**config.mk**
```make
export PLATFORM = sky130hd
export DESIGN_NAME = isc_idle_coord
export DESIGN_NICKNAME = d
export VERILOG_FILES = /design/src/isc_pkg.sv /design/src/isc_idle_coord.sv
export VERILOG_INCLUDE_DIRS = /design/src
export SDC_FILE = /design/constraint.sdc
export NUM_CORES = 1
export LEC_CHECK = 0
export ABC_AREA = 1
export BUFFER_PORTS_ARGS = -buffer_cell sky130_fd_sc_hd__buf_2
export CORE_MARGIN = 1.5
export CORE_UTILIZATION = 57
export CTS_BUF_LIST = sky130_fd_sc_hd__clkbuf_4
export DETAILED_ROUTE_END_ITERATION = 10
export GPL_TIMING_DRIVEN = 0
export PLACE_DENSITY = 0.8
export SLEW_MARGIN = 20
export SYNTH_ARGS = -nofsm -noshare
export SYNTH_HDL_FRONTEND = slang
export SYNTH_SLANG_ARGS = --single-unit
```
**constraint.sdc**
```tcl
create_clock -name core_clk_in -period 2.4 [get_ports core_clk_in]
set_clock_uncertainty 0.1 [all_clocks]
set_input_delay 0.12 -clock core_clk_in [delete_from_list [all_inputs] [get_ports core_clk_in]]
set_output_delay 0.12 -clock core_clk_in [all_outputs]
set_load 0.02 [all_outputs]
```
**src/isc_map.svh**
```systemverilog
`ifndef ISC_MAP_SVH
`define ISC_MAP_SVH
// register byte offsets
`define ISC_OFF_CFG        12'h000
`define ISC_OFF_TRAP_LO    12'h004
`define ISC_OFF_TRAP_HI    12'h008
`define ISC_OFF_STATUS     12'h00C
`define ISC_OFF_DEMOTE_THR 12'h010
// config field positions
`define ISC_CFG_DEMOTE_C3  0
`define ISC_CFG_DEMOTE_C1  1
`define ISC_CFG_LIMIT_C1   2
`define ISC_CFG_LFH_EN     3
`define ISC_CFG_PROMOTE    4
`define ISC_CFG_REDIR_EN   5
`define ISC_CFG_BRK_IF     6
// reset values
`define ISC_CFG_RST        32'h0000_0040
`define ISC_TRAP_LO_RST    16'h0000
`define ISC_TRAP_HI_RST    16'h0000
`define ISC_DEMOTE_THR_RST 8'h10
// sequencing timing
`define ISC_SEQ_STEP_NS    16
`define ISC_CLK_NS         8
`define ISC_SEQ_STEP_CYC   ((`ISC_SEQ_STEP_NS + `ISC_CLK_NS - 1) / `ISC_CLK_NS)
`endif

```
**src/isc_pkg.sv**
```systemverilog
`default_nettype none
package isc_pkg;
  // idle state codes, numerically ordered
  typedef enum logic [1:0] {
    ISC_C0 = 2'b00,
    ISC_C1 = 2'b01,
    ISC_C3 = 2'b10,
    ISC_C6 = 2'b11
  } isc_cst_t;
  // one thread request
  typedef struct packed {
    logic     valid;
    isc_cst_t state;
    logic     lfh_hint;
    logic     halt;
    logic     brk_if;
  } isc_req_t;
  // per-core power actions
  typedef struct packed {
    logic flush;
    logic clk_stop;
    logic save;
    logic pwr_off;
    logic restore;
  } isc_act_t;
endpackage : isc_pkg
`default_nettype wire

```
**src/isc_idle_coord.sv**
```systemverilog
// Function
// legacy idle read becomes monitor-wait request internally
// level two maps C3, three maps C6
// reads outside trap range complete normally
// redirected requests carry sub-state zero
// redirected requests break on masked interrupt
// core state is lowest thread state
// interrupt or monitor hit returns core C0
// thread interrupt wakes one thread, core C0
// system reset reinitialises every core
// C1 only when all threads halted; snoops served (code enters C1 once every thread has a request, halt bit not checked)
// C3 flushes caches, stops clocks, ignores snoops
// C6 saves state before power off, restores
// auto-demotion limits C6/C3 until residency established
// auto-demotion off at reset, set by config
// package request lowest core; low-freq halt option
// package moves between idle states directly
// core break wakes core and package C0
// memory break serviced then previous or shallower
// package C0 while core C0/C1 or no grant
// low-freq halt: frequency first, voltage after
// low-freq halt on hint, limit or promotion
// package C3 when cores C3+ and granted
//
// Design decisions made here: the APB slave port and the placing of the registers.
`timescale 1ns/1ps
`default_nettype none
`include "isc_map.svh"
module isc_idle_coord
  import isc_pkg::*;
#(
  parameter int NCORE = 2,
  parameter int NTHR  = 2
) (
  input  wire logic                  core_clk_in,
  input  wire logic                  rst_in,
  // apb slave
  input  wire logic                  psel_in,
  input  wire logic                  penable_in,
  input  wire logic                  pwrite_in,
  input  wire logic [11:0]           paddr_in,
  input  wire logic [31:0]           pwdata_in,
  output logic      [31:0]           prdata_out,
  output logic                       pready_out,
  output logic                       pslverr_out,
  // thread requests (same clock)
  input  wire isc_req_t [NCORE*NTHR-1:0] thr_req_in,
  input  wire logic [NCORE*NTHR-1:0] legacy_idle_level_read_in,
  input  wire logic [NCORE*NTHR-1:0] idle_level_three_read_in,
  input  wire logic [15:0]           io_addr_in,
  input  wire logic [NCORE*NTHR-1:0] thr_irq_in,
  input  wire logic [NCORE*NTHR-1:0] irq_masked_in,
  input  wire logic [NCORE*NTHR-1:0] mon_hit_in,
  input  wire logic                  mem_break_in,
  input  wire logic                  plat_grant_in,
  input  wire logic                  plat_shallow_in,
  output logic      [NCORE*NTHR-1:0] io_fallthru_out,
  output logic      [NCORE*NTHR-1:0] thr_wake_out,
  output logic      [NCORE*NTHR-1:0] brk_fwd_out,
  output isc_cst_t  [NCORE-1:0]      core_cst_out,
  output isc_act_t  [NCORE-1:0]      core_act_out,
  output isc_cst_t                   pkg_req_out,
  output isc_cst_t                   pkg_cst_out,
  output logic                       lfh_out,
  output logic                       freq_low_out,
  output logic                       volt_low_out,
  output logic                       mem_service_out
);
  localparam int NT = NCORE * NTHR;
  localparam int STEP = `ISC_SEQ_STEP_CYC;

  // lower of two states
  function automatic isc_cst_t cmin(input isc_cst_t a, input isc_cst_t b);
    cmin = (a < b) ? a : b;
  endfunction : cmin

  // registers
  logic [31:0]    cfg;          // configuration control
  logic [15:0]    trap_lo;      // io trap low bound
  logic [15:0]    trap_hi;      // io trap high bound
  logic [7:0]     demote_thr;   // residency needed
  isc_req_t [NT-1:0] thr;       // live thread requests
  logic [7:0]     resid [NCORE];// residency history
  isc_cst_t [NCORE-1:0] core_req; // resolved, before sequencing
  logic [3:0]     seq_cnt;      // package voltage step timer
  isc_cst_t       pkg_min;      // shallowest core state
  logic           all_hint;     // every thread hints low-freq halt
  logic           all_halt;     // every thread has halted

  // apb access
  wire apb_acc = psel_in && penable_in;
  wire apb_wr  = apb_acc && pwrite_in;

  // register writes
  always_ff @(posedge core_clk_in) begin
    if (rst_in) begin
      cfg        <= `ISC_CFG_RST;
      trap_lo    <= `ISC_TRAP_LO_RST;
      trap_hi    <= `ISC_TRAP_HI_RST;
      demote_thr <= `ISC_DEMOTE_THR_RST;
    end else if (apb_wr) begin
      case (paddr_in)
        `ISC_OFF_CFG:        cfg        <= pwdata_in;
        `ISC_OFF_TRAP_LO:    trap_lo    <= pwdata_in[15:0];
        `ISC_OFF_TRAP_HI:    trap_hi    <= pwdata_in[15:0];
        `ISC_OFF_DEMOTE_THR: demote_thr <= pwdata_in[7:0];
        default: ;
      endcase
    end
  end

  // apb answer: one-wait-free, registered
  always_ff @(posedge core_clk_in) begin
    if (rst_in) begin
      prdata_out  <= 32'h0000_0000;
      pready_out  <= 1'b0;
      pslverr_out <= 1'b0;
    end else begin
      pready_out  <= psel_in && !penable_in;
      pslverr_out <= 1'b0;
      prdata_out  <= 32'h0000_0000;
      if (psel_in && !penable_in) begin
        case (paddr_in)
          `ISC_OFF_CFG:        prdata_out <= cfg;
          `ISC_OFF_TRAP_LO:    prdata_out <= {16'h0000, trap_lo};
          `ISC_OFF_TRAP_HI:    prdata_out <= {16'h0000, trap_hi};
          `ISC_OFF_STATUS:     prdata_out <= {24'h000000, lfh_out,
            freq_low_out, volt_low_out, mem_service_out,
            2'(pkg_req_out), 2'(pkg_cst_out)};
          `ISC_OFF_DEMOTE_THR: prdata_out <= {24'h000000, demote_thr};
          default:             pslverr_out <= 1'b1; // unmapped
        endcase
      end
    end
  end

  // legacy read decode and thread request capture
  always_ff @(posedge core_clk_in) begin
    if (rst_in) begin
      thr             <= '0;
      io_fallthru_out <= '0;
      thr_wake_out    <= '0;
      brk_fwd_out     <= '0;
    end else begin
      io_fallthru_out <= '0;
      thr_wake_out    <= '0;
      brk_fwd_out     <= '0;
      for (int t = 0; t < NT; t++) begin
        // wake only this thread on its own event
        if (thr[t].valid && ((thr_irq_in[t] &&
            (!irq_masked_in[t] || thr[t].brk_if)) || mon_hit_in[t])) begin
          thr[t]          <= '0;
          thr_wake_out[t] <= 1'b1;
          brk_fwd_out[t]  <= thr_irq_in[t];
        end else if (legacy_idle_level_read_in[t]) begin
          if (cfg[`ISC_CFG_REDIR_EN] && io_addr_in >= trap_lo &&
              io_addr_in <= trap_hi) begin
            // internal only, no system read issued R1
            thr[t].valid    <= 1'b1;
            thr[t].state    <= idle_level_three_read_in[t] ?
                               ISC_C6 : ISC_C3;
            thr[t].lfh_hint <= 1'b0;
            thr[t].halt     <= 1'b0;
            thr[t].brk_if   <= cfg[`ISC_CFG_BRK_IF];
          end else begin
            io_fallthru_out[t] <= 1'b1;
          end
        end else if (thr_req_in[t].valid) begin
          thr[t] <= thr_req_in[t];
        end
      end
    end
  end

  // core resolution with auto-demotion
  always_comb begin
    for (int c = 0; c < NCORE; c++) begin
      isc_cst_t m;
      logic all_idle;
      m = ISC_C6;
      all_idle = 1'b1;
      for (int k = 0; k < NTHR; k++) begin
        if (!thr[c*NTHR+k].valid) all_idle = 1'b0;
        m = cmin(m, thr[c*NTHR+k].valid ? thr[c*NTHR+k].state : ISC_C0);
      end
      if (!all_idle) m = ISC_C0;
      if (resid[c] < demote_thr) begin
        if (cfg[`ISC_CFG_DEMOTE_C1] && m != ISC_C0) m = ISC_C1;
        else if (cfg[`ISC_CFG_DEMOTE_C3] && m == ISC_C6) m = ISC_C3;
      end
      core_req[c] = m;
    end
  end

  // residency history and core action sequencing
  always_ff @(posedge core_clk_in) begin
    if (rst_in) begin
      core_cst_out <= '0;
      core_act_out <= '0;
      for (int c = 0; c < NCORE; c++) resid[c] <= 8'h00;
    end else begin
      for (int c = 0; c < NCORE; c++) begin
        if (core_cst_out[c] != ISC_C0 && resid[c] != 8'hFF)
          resid[c] <= resid[c] + 8'h01;
        else if (core_req[c] == ISC_C0 && core_cst_out[c] == ISC_C0 &&
                 resid[c] != 8'h00 && resid[c] < demote_thr)
          resid[c] <= 8'h00; // short residency resets history
        core_act_out[c].restore <= 1'b0;
        case (core_req[c])
          ISC_C0: begin
            core_cst_out[c] <= ISC_C0;
            core_act_out[c] <= '0;
            // restore after repower R12
            core_act_out[c].restore <= core_act_out[c].pwr_off;
          end
          ISC_C1: begin
            core_cst_out[c] <= ISC_C1; // snoops still served
            core_act_out[c] <= '0;
          end
          ISC_C3: begin
            core_act_out[c].flush <= 1'b1;
            core_act_out[c].save  <= 1'b0;
            core_act_out[c].pwr_off <= 1'b0;
            // clocks stop once flush is in flight
            core_act_out[c].clk_stop <= core_act_out[c].flush;
            if (core_act_out[c].flush) core_cst_out[c] <= ISC_C3;
          end
          default: begin
            core_act_out[c].flush <= 1'b1;
            core_act_out[c].clk_stop <= core_act_out[c].flush;
            core_act_out[c].save  <= 1'b1;
            // voltage cut only after save done
            core_act_out[c].pwr_off <= core_act_out[c].save;
            if (core_act_out[c].save) core_cst_out[c] <= ISC_C6;
          end
        endcase
      end
    end
  end

  // shallowest core state and all-thread hint or halt
  always_comb begin
    pkg_min  = ISC_C6;
    all_hint = 1'b1;
    all_halt = 1'b1;
    for (int c = 0; c < NCORE; c++)
      pkg_min = cmin(pkg_min, core_cst_out[c]);
    for (int t = 0; t < NT; t++) begin
      if (!(thr[t].valid && thr[t].lfh_hint)) all_hint = 1'b0;
      if (!(thr[t].valid && thr[t].halt)) all_halt = 1'b0;
    end
  end

  // package request and resolved package state
  always_ff @(posedge core_clk_in) begin
    if (rst_in) begin
      pkg_req_out     <= ISC_C0;
      pkg_cst_out     <= ISC_C0;
      lfh_out         <= 1'b0;
      mem_service_out <= 1'b0;
    end else begin
      pkg_req_out <= pkg_min;
      mem_service_out <= 1'b0;
      lfh_out <= (pkg_min != ISC_C0) && cfg[`ISC_CFG_LFH_EN] && (all_hint ||
        (pkg_min != ISC_C1 && cfg[`ISC_CFG_LIMIT_C1]) ||
        (all_halt && cfg[`ISC_CFG_PROMOTE]));
      if (|brk_fwd_out) begin
        pkg_cst_out <= ISC_C0;
      end else if (mem_break_in && pkg_cst_out != ISC_C0) begin
        mem_service_out <= 1'b1;
        if (plat_shallow_in) pkg_cst_out <= ISC_C1;
      end else if (pkg_min <= ISC_C1 || !plat_grant_in) begin
        // deeper cores may sit under a C0 package R16
        pkg_cst_out <= ISC_C0;
      end else if (plat_shallow_in && pkg_cst_out == ISC_C1) begin
        pkg_cst_out <= ISC_C1; // platform keeps it shallower
      end else if (cfg[`ISC_CFG_LIMIT_C1]) begin
        pkg_cst_out <= ISC_C1;
      end else begin
        pkg_cst_out <= ISC_C3; // package C6 stays out
      end
    end
  end

  // low-frequency halt: frequency then voltage
  always_ff @(posedge core_clk_in) begin
    if (rst_in) begin
      freq_low_out <= 1'b0;
      volt_low_out <= 1'b0;
      seq_cnt      <= 4'h0;
    end else if (!lfh_out) begin
      freq_low_out <= 1'b0;
      volt_low_out <= 1'b0;
      seq_cnt      <= 4'h0;
    end else begin
      freq_low_out <= 1'b1;
      if (freq_low_out && seq_cnt == 4'(STEP))
        volt_low_out <= 1'b1;
      else if (freq_low_out)
        seq_cnt <= seq_cnt + 4'h1;
    end
  end

  // checks
  property p_volt_after_freq;
    @(posedge core_clk_in) disable iff (rst_in)
      $rose(volt_low_out) |-> $past(freq_low_out, 2);
  endproperty
  a_volt_after_freq: assert property (p_volt_after_freq)
    else $error("voltage lowered before frequency");

  property p_pwr_after_save;
    @(posedge core_clk_in) disable iff (rst_in)
      $rose(core_act_out[0].pwr_off) |-> $past(core_act_out[0].save);
  endproperty
  a_pwr_after_save: assert property (p_pwr_after_save)
    else $error("core powered off without saved state");

  property p_pkg_c0_nogrant;
    @(posedge core_clk_in) disable iff (rst_in)
      !plat_grant_in && !mem_break_in |=> pkg_cst_out == ISC_C0;
  endproperty
  a_pkg_c0_nogrant: assert property (p_pkg_c0_nogrant)
    else $error("package deep without grant");

  property p_brk_c0;
    @(posedge core_clk_in) disable iff (rst_in)
      |brk_fwd_out |=> pkg_cst_out == ISC_C0;
  endproperty
  a_brk_c0: assert property (p_brk_c0)
    else $error("package not in C0 after core break");

  property p_c3_flush;
    @(posedge core_clk_in) disable iff (rst_in)
      core_cst_out[0] == ISC_C3 |-> core_act_out[0].flush;
  endproperty
  a_c3_flush: assert property (p_c3_flush)
    else $error("core in C3 without flush");

  property p_demote_off;
    @(posedge core_clk_in) disable iff (rst_in)
      $fell(rst_in) |-> !cfg[`ISC_CFG_DEMOTE_C3] && !cfg[`ISC_CFG_DEMOTE_C1];
  endproperty
  a_demote_off: assert property (p_demote_off)
    else $error("auto-demotion active after reset");

  property p_redirect_quiet;
    @(posedge core_clk_in) disable iff (rst_in)
      legacy_idle_level_read_in[0] && !thr[0].valid && cfg[`ISC_CFG_REDIR_EN]
      && io_addr_in >= trap_lo && io_addr_in <= trap_hi
      |=> !io_fallthru_out[0] && thr[0].valid && !thr[0].lfh_hint;
  endproperty
  a_redirect_quiet: assert property (p_redirect_quiet)
    else $error("redirected read leaked or kept sub-state");

  property p_out_of_range;
    @(posedge core_clk_in) disable iff (rst_in)
      legacy_idle_level_read_in[0] && !thr[0].valid &&
      (io_addr_in < trap_lo || io_addr_in > trap_hi) |=> io_fallthru_out[0];
  endproperty
  a_out_of_range: assert property (p_out_of_range)
    else $error("out of range read not passed through");
endmodule : isc_idle_coord
`default_nettype wire

```
==> results of run 1 <==
where the power goes:
group | internal (mW) | switching (mW)
Sequential | 3.14 | 0.0448
Clock | 0.526 | 1.15
Combinational | 0.353 | 0.404
final cells by class:
cell class | instances | area (sq um) | share of cell area
tap | 184 | 230 | 0.0200
sequential | 184 | 3770 | 0.328
clock inverter | 13 | 121 | 0.0106
clock buffer | 18 | 135 | 0.0118
buffer | 30 | 154 | 0.0134
timing repair buffer | 317 | 2220 | 0.193
multi-input combinational | 727 | 4150 | 0.361
inverter | 184 | 693 | 0.0604
antenna | 2 | 5.00 | 0.000436
metal layers:
metal	global-route usage	part of all wire	up-vias
met1	0.392	0.38	4238
li1	-	-	4381
met5	0	0	-
met3	0.0769	0.080	167
met2	0.601	0.48	540
met4	0.186	0.057	0
worst max-delay path: cells and delay by family (launching register included):
kind	cells	cell delay (ns)
AND/OR/NAND/NOR	8	0.85
adder cells (fa/ha/maj)	2	0.58
AO/OA/AOI/OAI	4	0.47
flip-flops	1	0.36
buffers and inverters	3	0.18
sequential cells by signal, summed over array words and instances (netlist names), 8 cells and up:
signal,flops
cfg,32
core_act_out,10
demote_thr,8
prdata_out,32
resid,16
thr,24
trap_hi,16
trap_lo,16
cells by family after synthesis:
group | share of synthesized area
and+or+nand+nor | 0.204
AOI/OAI and AO/OA | 0.167
buffers and inverters | 0.0973
DFF | 0.435
adders and majority gates | 0.0882
xor gates and xnor gates | 0.00708
muxes | 0.00116
cell usage in the layout (no fill, tap or decap), types with 11 or more instances in the layout:
cell type	instances
a211oi_2	16
a21oi_1	107
buf_2	183
buf_4	25
clkbuf_1	17
clkbuf_4	18
dfxtp_1	169
dlygate4sd3_1	115
ha_1	58
inv_1	176
nand2_1	174
nand3_1	46
nand4_1	11
nor2_1	117
nor3_1	26
o21ai_0	67
o22ai_1	15
worst paths after layout:
| path | endpoint | start | depth (start not counted) | slack [ns] |
|---|---|---|---|---|
| max | core_cst_out[2] | thr[16] | 17 | -0.22 |
| min | trap_lo[0] | paddr_in[1] | 7 | 0.04 |
| max reg2reg | core_cst_out[2] | thr[16] | 17 | -0.22 |
| min reg2reg | core_act_out[3] | core_act_out[4] | 2 | 0.36 |
timing repair:
action | CTS | global route
hold endpoints to repair | 134 | 0
pin swaps | 4 | 14
setup buffers | 5 | 19
hold buffers | 115 | 0
gates resized for setup | 10 | 39
endpoints found under the setup margin | 13 | 43
==> flow_summary.ini, run 1 <==
[run_status]
outcome = complete, but fails checks
violations = setup timing

[floorplanning]
die-width_um = 126
start_util = 0.589
pin_count = 180
rows = 44
design.die.area_sq_um = 15900
die_y_um = 126
core_area_sq_um = 14700

[sta]
fin_max_slew_vios = 0
final-setup-viol-count = 9
highest_achievable_clock_rate_ghz = 0.382
holdWs_ns = 0.0397
timing.final.hold_violations = 0
rsz0062_at_grt = true
timing.setup.tns_ns = -1.09
finalWorstPathRequiredPeriod_ns = 2.62
final_min_period_over_clock_period = 1.09
slew_headroom = 0.373
max_slew.worst_pin.slew_ns = 0.941
finalWorstSetupSlack_ns = -0.218

[placed_design]
dpl_cell_area_sq_um = 9780
placed_cells = 1487
place.gp.congestion = 0.938
pre_cts_setup_slack_ns = -0.210
numPortBuffers = 178
dp_hpwl_um = 17300

[synthesis]
postSynthNetCount = 1298
post_synth.cell_area_avg_sq_um = 7.69
asyncSetResetFlopFracSynth = 0
post-synth-top-area-fraction = 0.407
synth_commonest_cells = 182 x inv_1, 177 x nand2_1, 176 x dfxtp_1, 119 x nor2_1, 108 x a21oi_1
synth.top_cells.by_area = dfxtp_1 41%, ha_1 8.8%, inv_1 7.9%
synth-seq-area-share = 0.435
number_of_flops_mapped_to_enable_cells_by_yosys = 8
synth_cells = 1125
ys.warnings.count = 0
synthFlopType = dfxtp_1
yosys.area.top_type = dfxtp_1
post_synth_num_cell_types = 42
synth_seq_cells = 184
post-synth-top-count-cell = inv_1
mappedNetlistArea_sq_um = 8650

[pwr]
vdd_drop_max_mv = 0.452
power_density_nw_per_um2 = 489
p_leak_nw = 5.23
p_total_mw = 5.61

[finish]
fill_cells = 949
syn2layout_area_growth_pct = 32.7
finalNonFillerCells = 1659
postLayoutCoreUtil = 0.781
nNetsFinal = 1634
stdcell_area_sq_um = 11500
post_route_cells_drive_above_1_share = 0.209

[routing]
total_vias_in_the_final_route = 9326
routed_wl_um = 28500
detail_route.wl_per_cell_um = 17.2
final_antenna_net_count = 0
drt_pre_antenna_iters = 8
drt_iter0_drc = 855
detail_route.drc_violations = 0
drt-vias-per-instance = 5.62

[critical_path]
worst_ep_required_time_ns = 2.81
timing.critical_path.to_type = flip-flop
worst_path_largest_cell_delay_ns = 0.36
crit_chain = nand2_1 -> inv_1 -> ha_1 -> nor2_1 -> nor2_1 -> nor2_2 -> o21ai_1 -> nand2_1 -> nand3_2 -> nand2_2 -> inv_2 -> ha_1 -> nand3_2 -> o21ai_2 -> a21oi_1 -> o21ai_1 -> inv_1
crit_slowest_cell = dfxtp_2
worstSetupStartpointType = flip-flop
path_max_fanout = 3
cp_data_arrival_time_ns = 3.03
worstSetupPathType = flip-flop to flip-flop

[global_route]
first_global_vias = 8969
globalRouteTotalUtil = 0.344
grt_start_max_net_pins = 17
grt_pass1_wl_um = 43200
antenna_found_initial = 2
globalRoute.totalOverflow = 0

[clock_network]
clock_buffer_depth = 2
tritoncts = yes
h_tree_level_count = 4
root_buffer = clkbuf_4
cts_inserted_buffers = 17
worst_skew_pair.late_latency_ns = 0.62
path_clk_slew_ns = 0.18
cts.sink_count = 184

[flow_run]
maxCapViolations = 0

[worst_hold_path]
hold_path_class = input port to flip-flop
(Power assumes the default switching activity.)
==> inputs of run 2 (changes only) <==
--- a/config.mk
+++ b/config.mk
@@ -13,6 +13,7 @@
 export CTS_BUF_LIST = sky130_fd_sc_hd__clkbuf_4
 export DETAILED_ROUTE_END_ITERATION = 10
 export GPL_TIMING_DRIVEN = 0
+export MAX_ROUTING_LAYER = met4
 export PLACE_DENSITY = 0.8
 export SLEW_MARGIN = 20
 export SYNTH_ARGS = -nofsm -noshare
==> run 2 against run 1 <==
- the run still ends with setup timing left
- power about the same
- sequential power barely moved
- critical path depth down 1
- routed wire length rose by 1.7%
- worst setup slack gained 0.044 ns
- flip-flop and latch count did not move
- sequential share of layout area is 0.089 points lower
- clock power about the same
- largest power group unchanged
==> flow_summary.ini, run 2 (same netlist as run 1, synthesis figures left out) <==
[finish]
syn2layout_area_growth_pct = 33.1
nNetsFinal = 1631
top_regs = cfg x32, prdata_out x32, thr x24
post_route_cells_drive_above_1_share = 0.213
mostFrequentLayoutCell = buf_2
finalNonFillerCells = 1656
layout.cells.most_common_list = 183 x buf_2, 176 x inv_1, 173 x nand2_1

[pwr]
p_total_mw = 5.61
vdd_drop_max_mv = 0.465
p_leak_nw = 5.23
power_density_nw_per_um2 = 487

[routing]
routed_wl_um = 29000
total_vias_in_the_final_route = 9442
final_antenna_net_count = 0
drt_iter0_drc = 791
drt_pre_antenna_iters = 7
detail_route.drc_violations = 0
drt-vias-per-instance = 5.70
detail_route.wl_per_cell_um = 17.5

[floorplanning]
design.die.area_sq_um = 15900
rows = 44
core_area_sq_um = 14700
die_y_um = 126
die-width_um = 126
pin_count = 180
start_util = 0.589

[sta]
max_slew.worst_pin.slew_ns = 0.947
final_min_period_over_clock_period = 1.07
timing.setup.tns_ns = -1.05
rsz0062_at_grt = true
fin_max_slew_vios = 0
highest_achievable_clock_rate_ghz = 0.389
slew_headroom = 0.369
finalWorstSetupSlack_ns = -0.174
holdWs_ns = 0.0537
timing.final.hold_violations = 0
finalWorstPathRequiredPeriod_ns = 2.57
final-setup-viol-count = 9

[clock_network]
h_tree_level_count = 4
path_clk_slew_ns = 0.18
cts_inserted_buffers = 17
cts.sink_count = 184
tritoncts = yes
worst_skew_pair.late_latency_ns = 0.62
clock_buffer_depth = 2
root_buffer = clkbuf_4

[placed_design]
dp_hpwl_um = 17300
place.gp.congestion = 0.955
numPortBuffers = 178
placed_cells = 1487

[worst_hold_path]
timing.hold.worst_path_depth = 7
hold_path_class = input port to flip-flop

[critical_path]
worst-path-buf-inv = 5
worstReg2RegEnd = resid[1][4]
worst_path_largest_cell_delay_ns = 0.34
critical_path.top_delay_family = simple AND/OR/NAND/NOR gates
critPathMostFrequentCell = nand2_1
critical_path_cell_count = 16
reg2reg_setup_slack_ns = -0.17
critical_path_destination = resid[1][4]
timing.critical_path.to_type = flip-flop
worstSetupPathType = flip-flop to flip-flop
worstSetupStartpointType = flip-flop
crit_slowest_cell = dfxtp_1
crit_chain = inv_1 -> ha_1 -> nand2_1 -> inv_1 -> nand4_1 -> nand2_1 -> nand2_1 -> nand2_2 -> inv_2 -> ha_4 -> nand3_2 -> nor2_2 -> nand3_2 -> buf_4 -> inv_2 -> nor4_2
worst-r2r-cell-count = 16
critical_path.reg2reg.startpoint = demote_thr[6]
cp_data_arrival_time_ns = 2.95
worst_ep_required_time_ns = 2.78
startpoint = demote_thr[6]
path_max_fanout = 4

[run_status]
outcome = complete, but fails checks
violations = setup timing

[global_route]
globalRoute.totalOverflow = 0
grt_start_max_net_pins = 17
antenna_found_initial = 2
grt_pass1_wl_um = 43100
globalRouteTotalUtil = 0.353
first_global_vias = 8974

[flow_run]
maxCapViolations = 0
[run 2: layout make-up]
cell class                 count  area (sq um)
tap                          184           230
buffer                        30           154
sequential                   184          3770
timing repair buffer         314          2200
clock inverter                13           121
inverter                     184           693
fill                         932          3180
antenna                        2          5.00
clock buffer                  18           135
multi-input combinational    727          4200
[run 2: repair_timing]
| item | in CTS | in global routing |
|---|---|---|
| gates resized for setup | 10 | 48 |
| hold buffers | 115 | 0 |
| buffers inserted | 5 | 16 |
| pin swaps | 4 | 20 |
| setup endpoints to repair | 13 | 44 |
| cloned | 0 | 0 |
| endpoints found under the hold margin | 134 | 0 |
[run 2: worst min path at each step]
stage,start,end,slack (ns)
final,paddr_in[1],trap_lo[0],0.05
after global routing,paddr_in[1],trap_lo[15],0.08
after CTS,paddr_in[1],trap_lo[0],0.009
after detailed placement,thr_req_in[1],thr[1],0.28
after global placement,thr_req_in[7],thr[7],0.28
after floorplan,pwdata_in[6],cfg[6],0.15
[run 2: routing by layer]
metal  global-route usage  wire (um)
met1                0.392      10700
met2                0.603      13900
met3               0.0705       2440
met4                0.181       1880
met5                    -          0
[run 2: per-stage QoR]
stage	setup WS [ns]	util	cell area (sq um)
after floorplan	0.203	-	8650
after global placement	-0.132	0.665	9780
after detailed placement	-0.210	0.665	9780
after CTS	-0.0256	0.764	11200
after global routing	-0.383	0.784	11500
final	-0.174	0.784	11500
[run 2: worst register-to-register path, stage by stage (launching register included)]
cell,delay (ns)
dfxtp_1,0.34
inv_1,0.19
ha_1,0.29
nand2_1,0.11
inv_1,0.09
nand4_1,0.19
nand2_1,0.08
nand2_1,0.08
nand2_2,0.08
inv_2,0.08
ha_4,0.15
nand3_2,0.08
nor2_2,0.16
nand3_2,0.15
buf_4,0.17
inv_2,0.08
nor4_2,0.04
[run 2: report_power, final]
part / switching (mW) / total [mW] / leakage (nW) / internal, mW
logic: 0.402 / 0.742 / 3.59 / 0.340
registers: 0.0503 / 3.19 / 1.51 / 3.14
clock network: 1.15 / 1.68 / 0.127 / 0.526
total: 1.60 / 5.61 / 5.23 / 4.01
==> inputs of run 3 (changes only) <==
--- a/config.mk
+++ b/config.mk
@@ -9,12 +9,12 @@
 export ABC_AREA = 1
 export BUFFER_PORTS_ARGS = -buffer_cell sky130_fd_sc_hd__buf_2
 export CORE_MARGIN = 1.5
-export CORE_UTILIZATION = 57
+export CORE_UTILIZATION = 40
 export CTS_BUF_LIST = sky130_fd_sc_hd__clkbuf_4
 export DETAILED_ROUTE_END_ITERATION = 10
 export GPL_TIMING_DRIVEN = 0
 export MAX_ROUTING_LAYER = met4
-export PLACE_DENSITY = 0.8
+export PLACE_DENSITY = 0.58
 export SLEW_MARGIN = 20
 export SYNTH_ARGS = -nofsm -noshare
 export SYNTH_HDL_FRONTEND = slang
==> run 3 against run 2 <==
- the flow now finishes without violations
- core utilization shrank 23 points
- flip-flop and latch count is the same
- largest power group unchanged
- sequential power is essentially flat
- non-clock buffer count grew 6
- routed wire length shrank 8.4%
- critical endpoint is now prdata_out[1]
==> flow_summary.ini, run 3 (same netlist as run 1, synthesis figures left out) <==
[critical_path]
cp_data_arrival_time_ns = 2.67
critical_path.reg2reg.startpoint = resid[1][3]
path_max_fanout = 10
worstReg2RegEnd = resid[1][7]
worst-r2r-cell-count = 16
crit_slowest_cell = dlygate4sd3_1
crit_chain = dlygate4sd3_1 -> buf_2 -> nand2_1 -> dlygate4sd3_1 -> inv_1 -> nand2_1 -> clkbuf_1 -> a21oi_1
worstSetupStartpointType = input port
reg2reg_setup_slack_ns = 0.09
worst_path_largest_cell_delay_ns = 0.79
timing.critical_path.to_type = flip-flop
worst_ep_required_time_ns = 2.76
worstSetupPathType = input port to flip-flop

[worst_hold_path]
launch_point_of_the_worst_hold_path = paddr_in[6]
hold_path_class = input port to flip-flop
hold_path_end = pslverr_out
timing.hold.worst_path_depth = 7

[flow_run]
maxCapViolations = 0

[sta]
final_min_period_over_clock_period = 0.963
highest_achievable_clock_rate_ghz = 0.433
timing.final.hold_violations = 0
finalWorstSetupSlack_ns = 0.0896
max_slew.worst_pin.slew_ns = 0.983
finalWorstPathRequiredPeriod_ns = 2.31
rsz0062_at_grt = true
final-setup-viol-count = 0
slew_headroom = 0.344
timing.setup.tns_ns = 0
fin_max_slew_vios = 0

[routing]
drt_iter0_drc = 396
routed_wl_um = 26500
drt-vias-per-instance = 4.92
detail_route.drc_violations = 0
total_vias_in_the_final_route = 8623
detail_route.wl_per_cell_um = 15.1
final_antenna_net_count = 0
drt_pre_antenna_iters = 6

[clock_network]
cts_inserted_buffers = 17
cts.sink_count = 184
root_buffer = clkbuf_4
tritoncts = yes
h_tree_level_count = 4
path_clk_slew_ns = 0.17
worst_skew_pair.late_latency_ns = 0.60
clock_buffer_depth = 2

[floorplanning]
core_area_sq_um = 21200
die-width_um = 150
design.die.area_sq_um = 22500
die_y_um = 150
pin_count = 180
start_util = 0.409
rows = 53

[finish]
stdcell_area_sq_um = 11800
layout.cells.most_common_list = 182 x buf_2, 173 x inv_1, 170 x nand2_1
regArea_sq_um = 3770
post_route_cells_drive_above_1_share = 0.217
syn2layout_area_growth_pct = 35.8
top_regs = cfg x32, prdata_out x32, thr x24
multiInputGateArea_sq_um = 4250
mostFrequentLayoutCell = buf_2
fill_cells = 2086
nNetsFinal = 1637

[global_route]
globalRouteTotalUtil = 0.246
grt_start_max_net_pins = 20
antenna_found_initial = 1
globalRoute.totalOverflow = 0
grt_pass1_wl_um = 41800
first_global_vias = 8477

[pwr]
power_density_nw_per_um2 = 483
vdd_drop_max_mv = 0.282
p_leak_nw = 5.26

[run_status]
outcome = complete, no violations

[placed_design]
dpl_cell_area_sq_um = 9890
dp_hpwl_um = 19100
place.gp.congestion = 0.873
numPortBuffers = 178
pre_cts_setup_slack_ns = -0.265
run 3: how the worst max path moves through the flow:
| stage | start | end | slack, ns | depth (start not counted) |
|---|---|---|---|---|
| floorplan | thr[17] | core_cst_out[2] | 0.20 | 16 |
| global placement | rst_in | resid[0][1] | -0.23 | 5 |
| detailed placement | rst_in | resid[0][2] | -0.26 | 5 |
| CTS | demote_thr[3] | resid[1][7] | 0.0001 | 17 |
| global route | demote_thr[1] | resid[1][7] | -0.06 | 18 |
| finish | psel_in | prdata_out[1] | 0.09 | 8 |
run 3: metrics by stage:
step	total power, mW	hold WS, ns	std cells	util
2_1_floorplan	3.55	0.150	1125	-
3_3_place_gp	3.78	0.282	1578	0.467
3_5_place_dp	3.79	0.288	1578	0.467
4_1_cts	5.63	0.0102	1734	0.540
5_1_grt	5.91	0.0203	1753	0.556
6_report	5.67	0.0171	1753	0.556
run 3: layer usage:
metal / share of wire / vias up / wire [um] / global-route usage
met1: 0.44 / 3970 / 11700 / 0.295
li1: - / 4384 / - / -
met5: 0 / - / 0 / -
met4: 0.020 / 0 / 529 / 0.0740
met2: 0.49 / 229 / 13000 / 0.420
met3: 0.049 / 40 / 1310 / 0.0421
run 3: layout make-up:
class                      instances  area share
inverter                         184      0.0592
antenna                            1    0.000213
timing repair buffer             320       0.192
tap                              275      0.0293
multi-input combinational        727       0.361
clock buffer                      17      0.0109
buffer                            30      0.0129
clock inverter                    15      0.0132
sequential                       184       0.321
run 3: critical path: cells and delay by family:
kind / cells / cell delay [ns]
simple gates: 2 / 0.36
compound gates: 1 / 0.13
buf+inv: 5 / 2.06
run 3: power by group:
group	leakage [nW]	total (mW)	switching [mW]	internal, mW
clock	0.148	1.75	1.27	0.472
combinational	3.61	0.744	0.384	0.360
sequential	1.51	3.18	0.0404	3.14
run 3: repair_timing:
| action | 4_1_cts | 5_1_grt |
|---|---|---|
| resized for setup | 18 | 46 |
| endpoints found under the setup margin | 26 | 46 |
| endpoints found under the hold margin | 134 | 1 |
| buffers inserted | 6 | 18 |
| cloned | 0 | 0 |
| pin swaps | 4 | 25 |
| hold buffers | 118 | 1 |
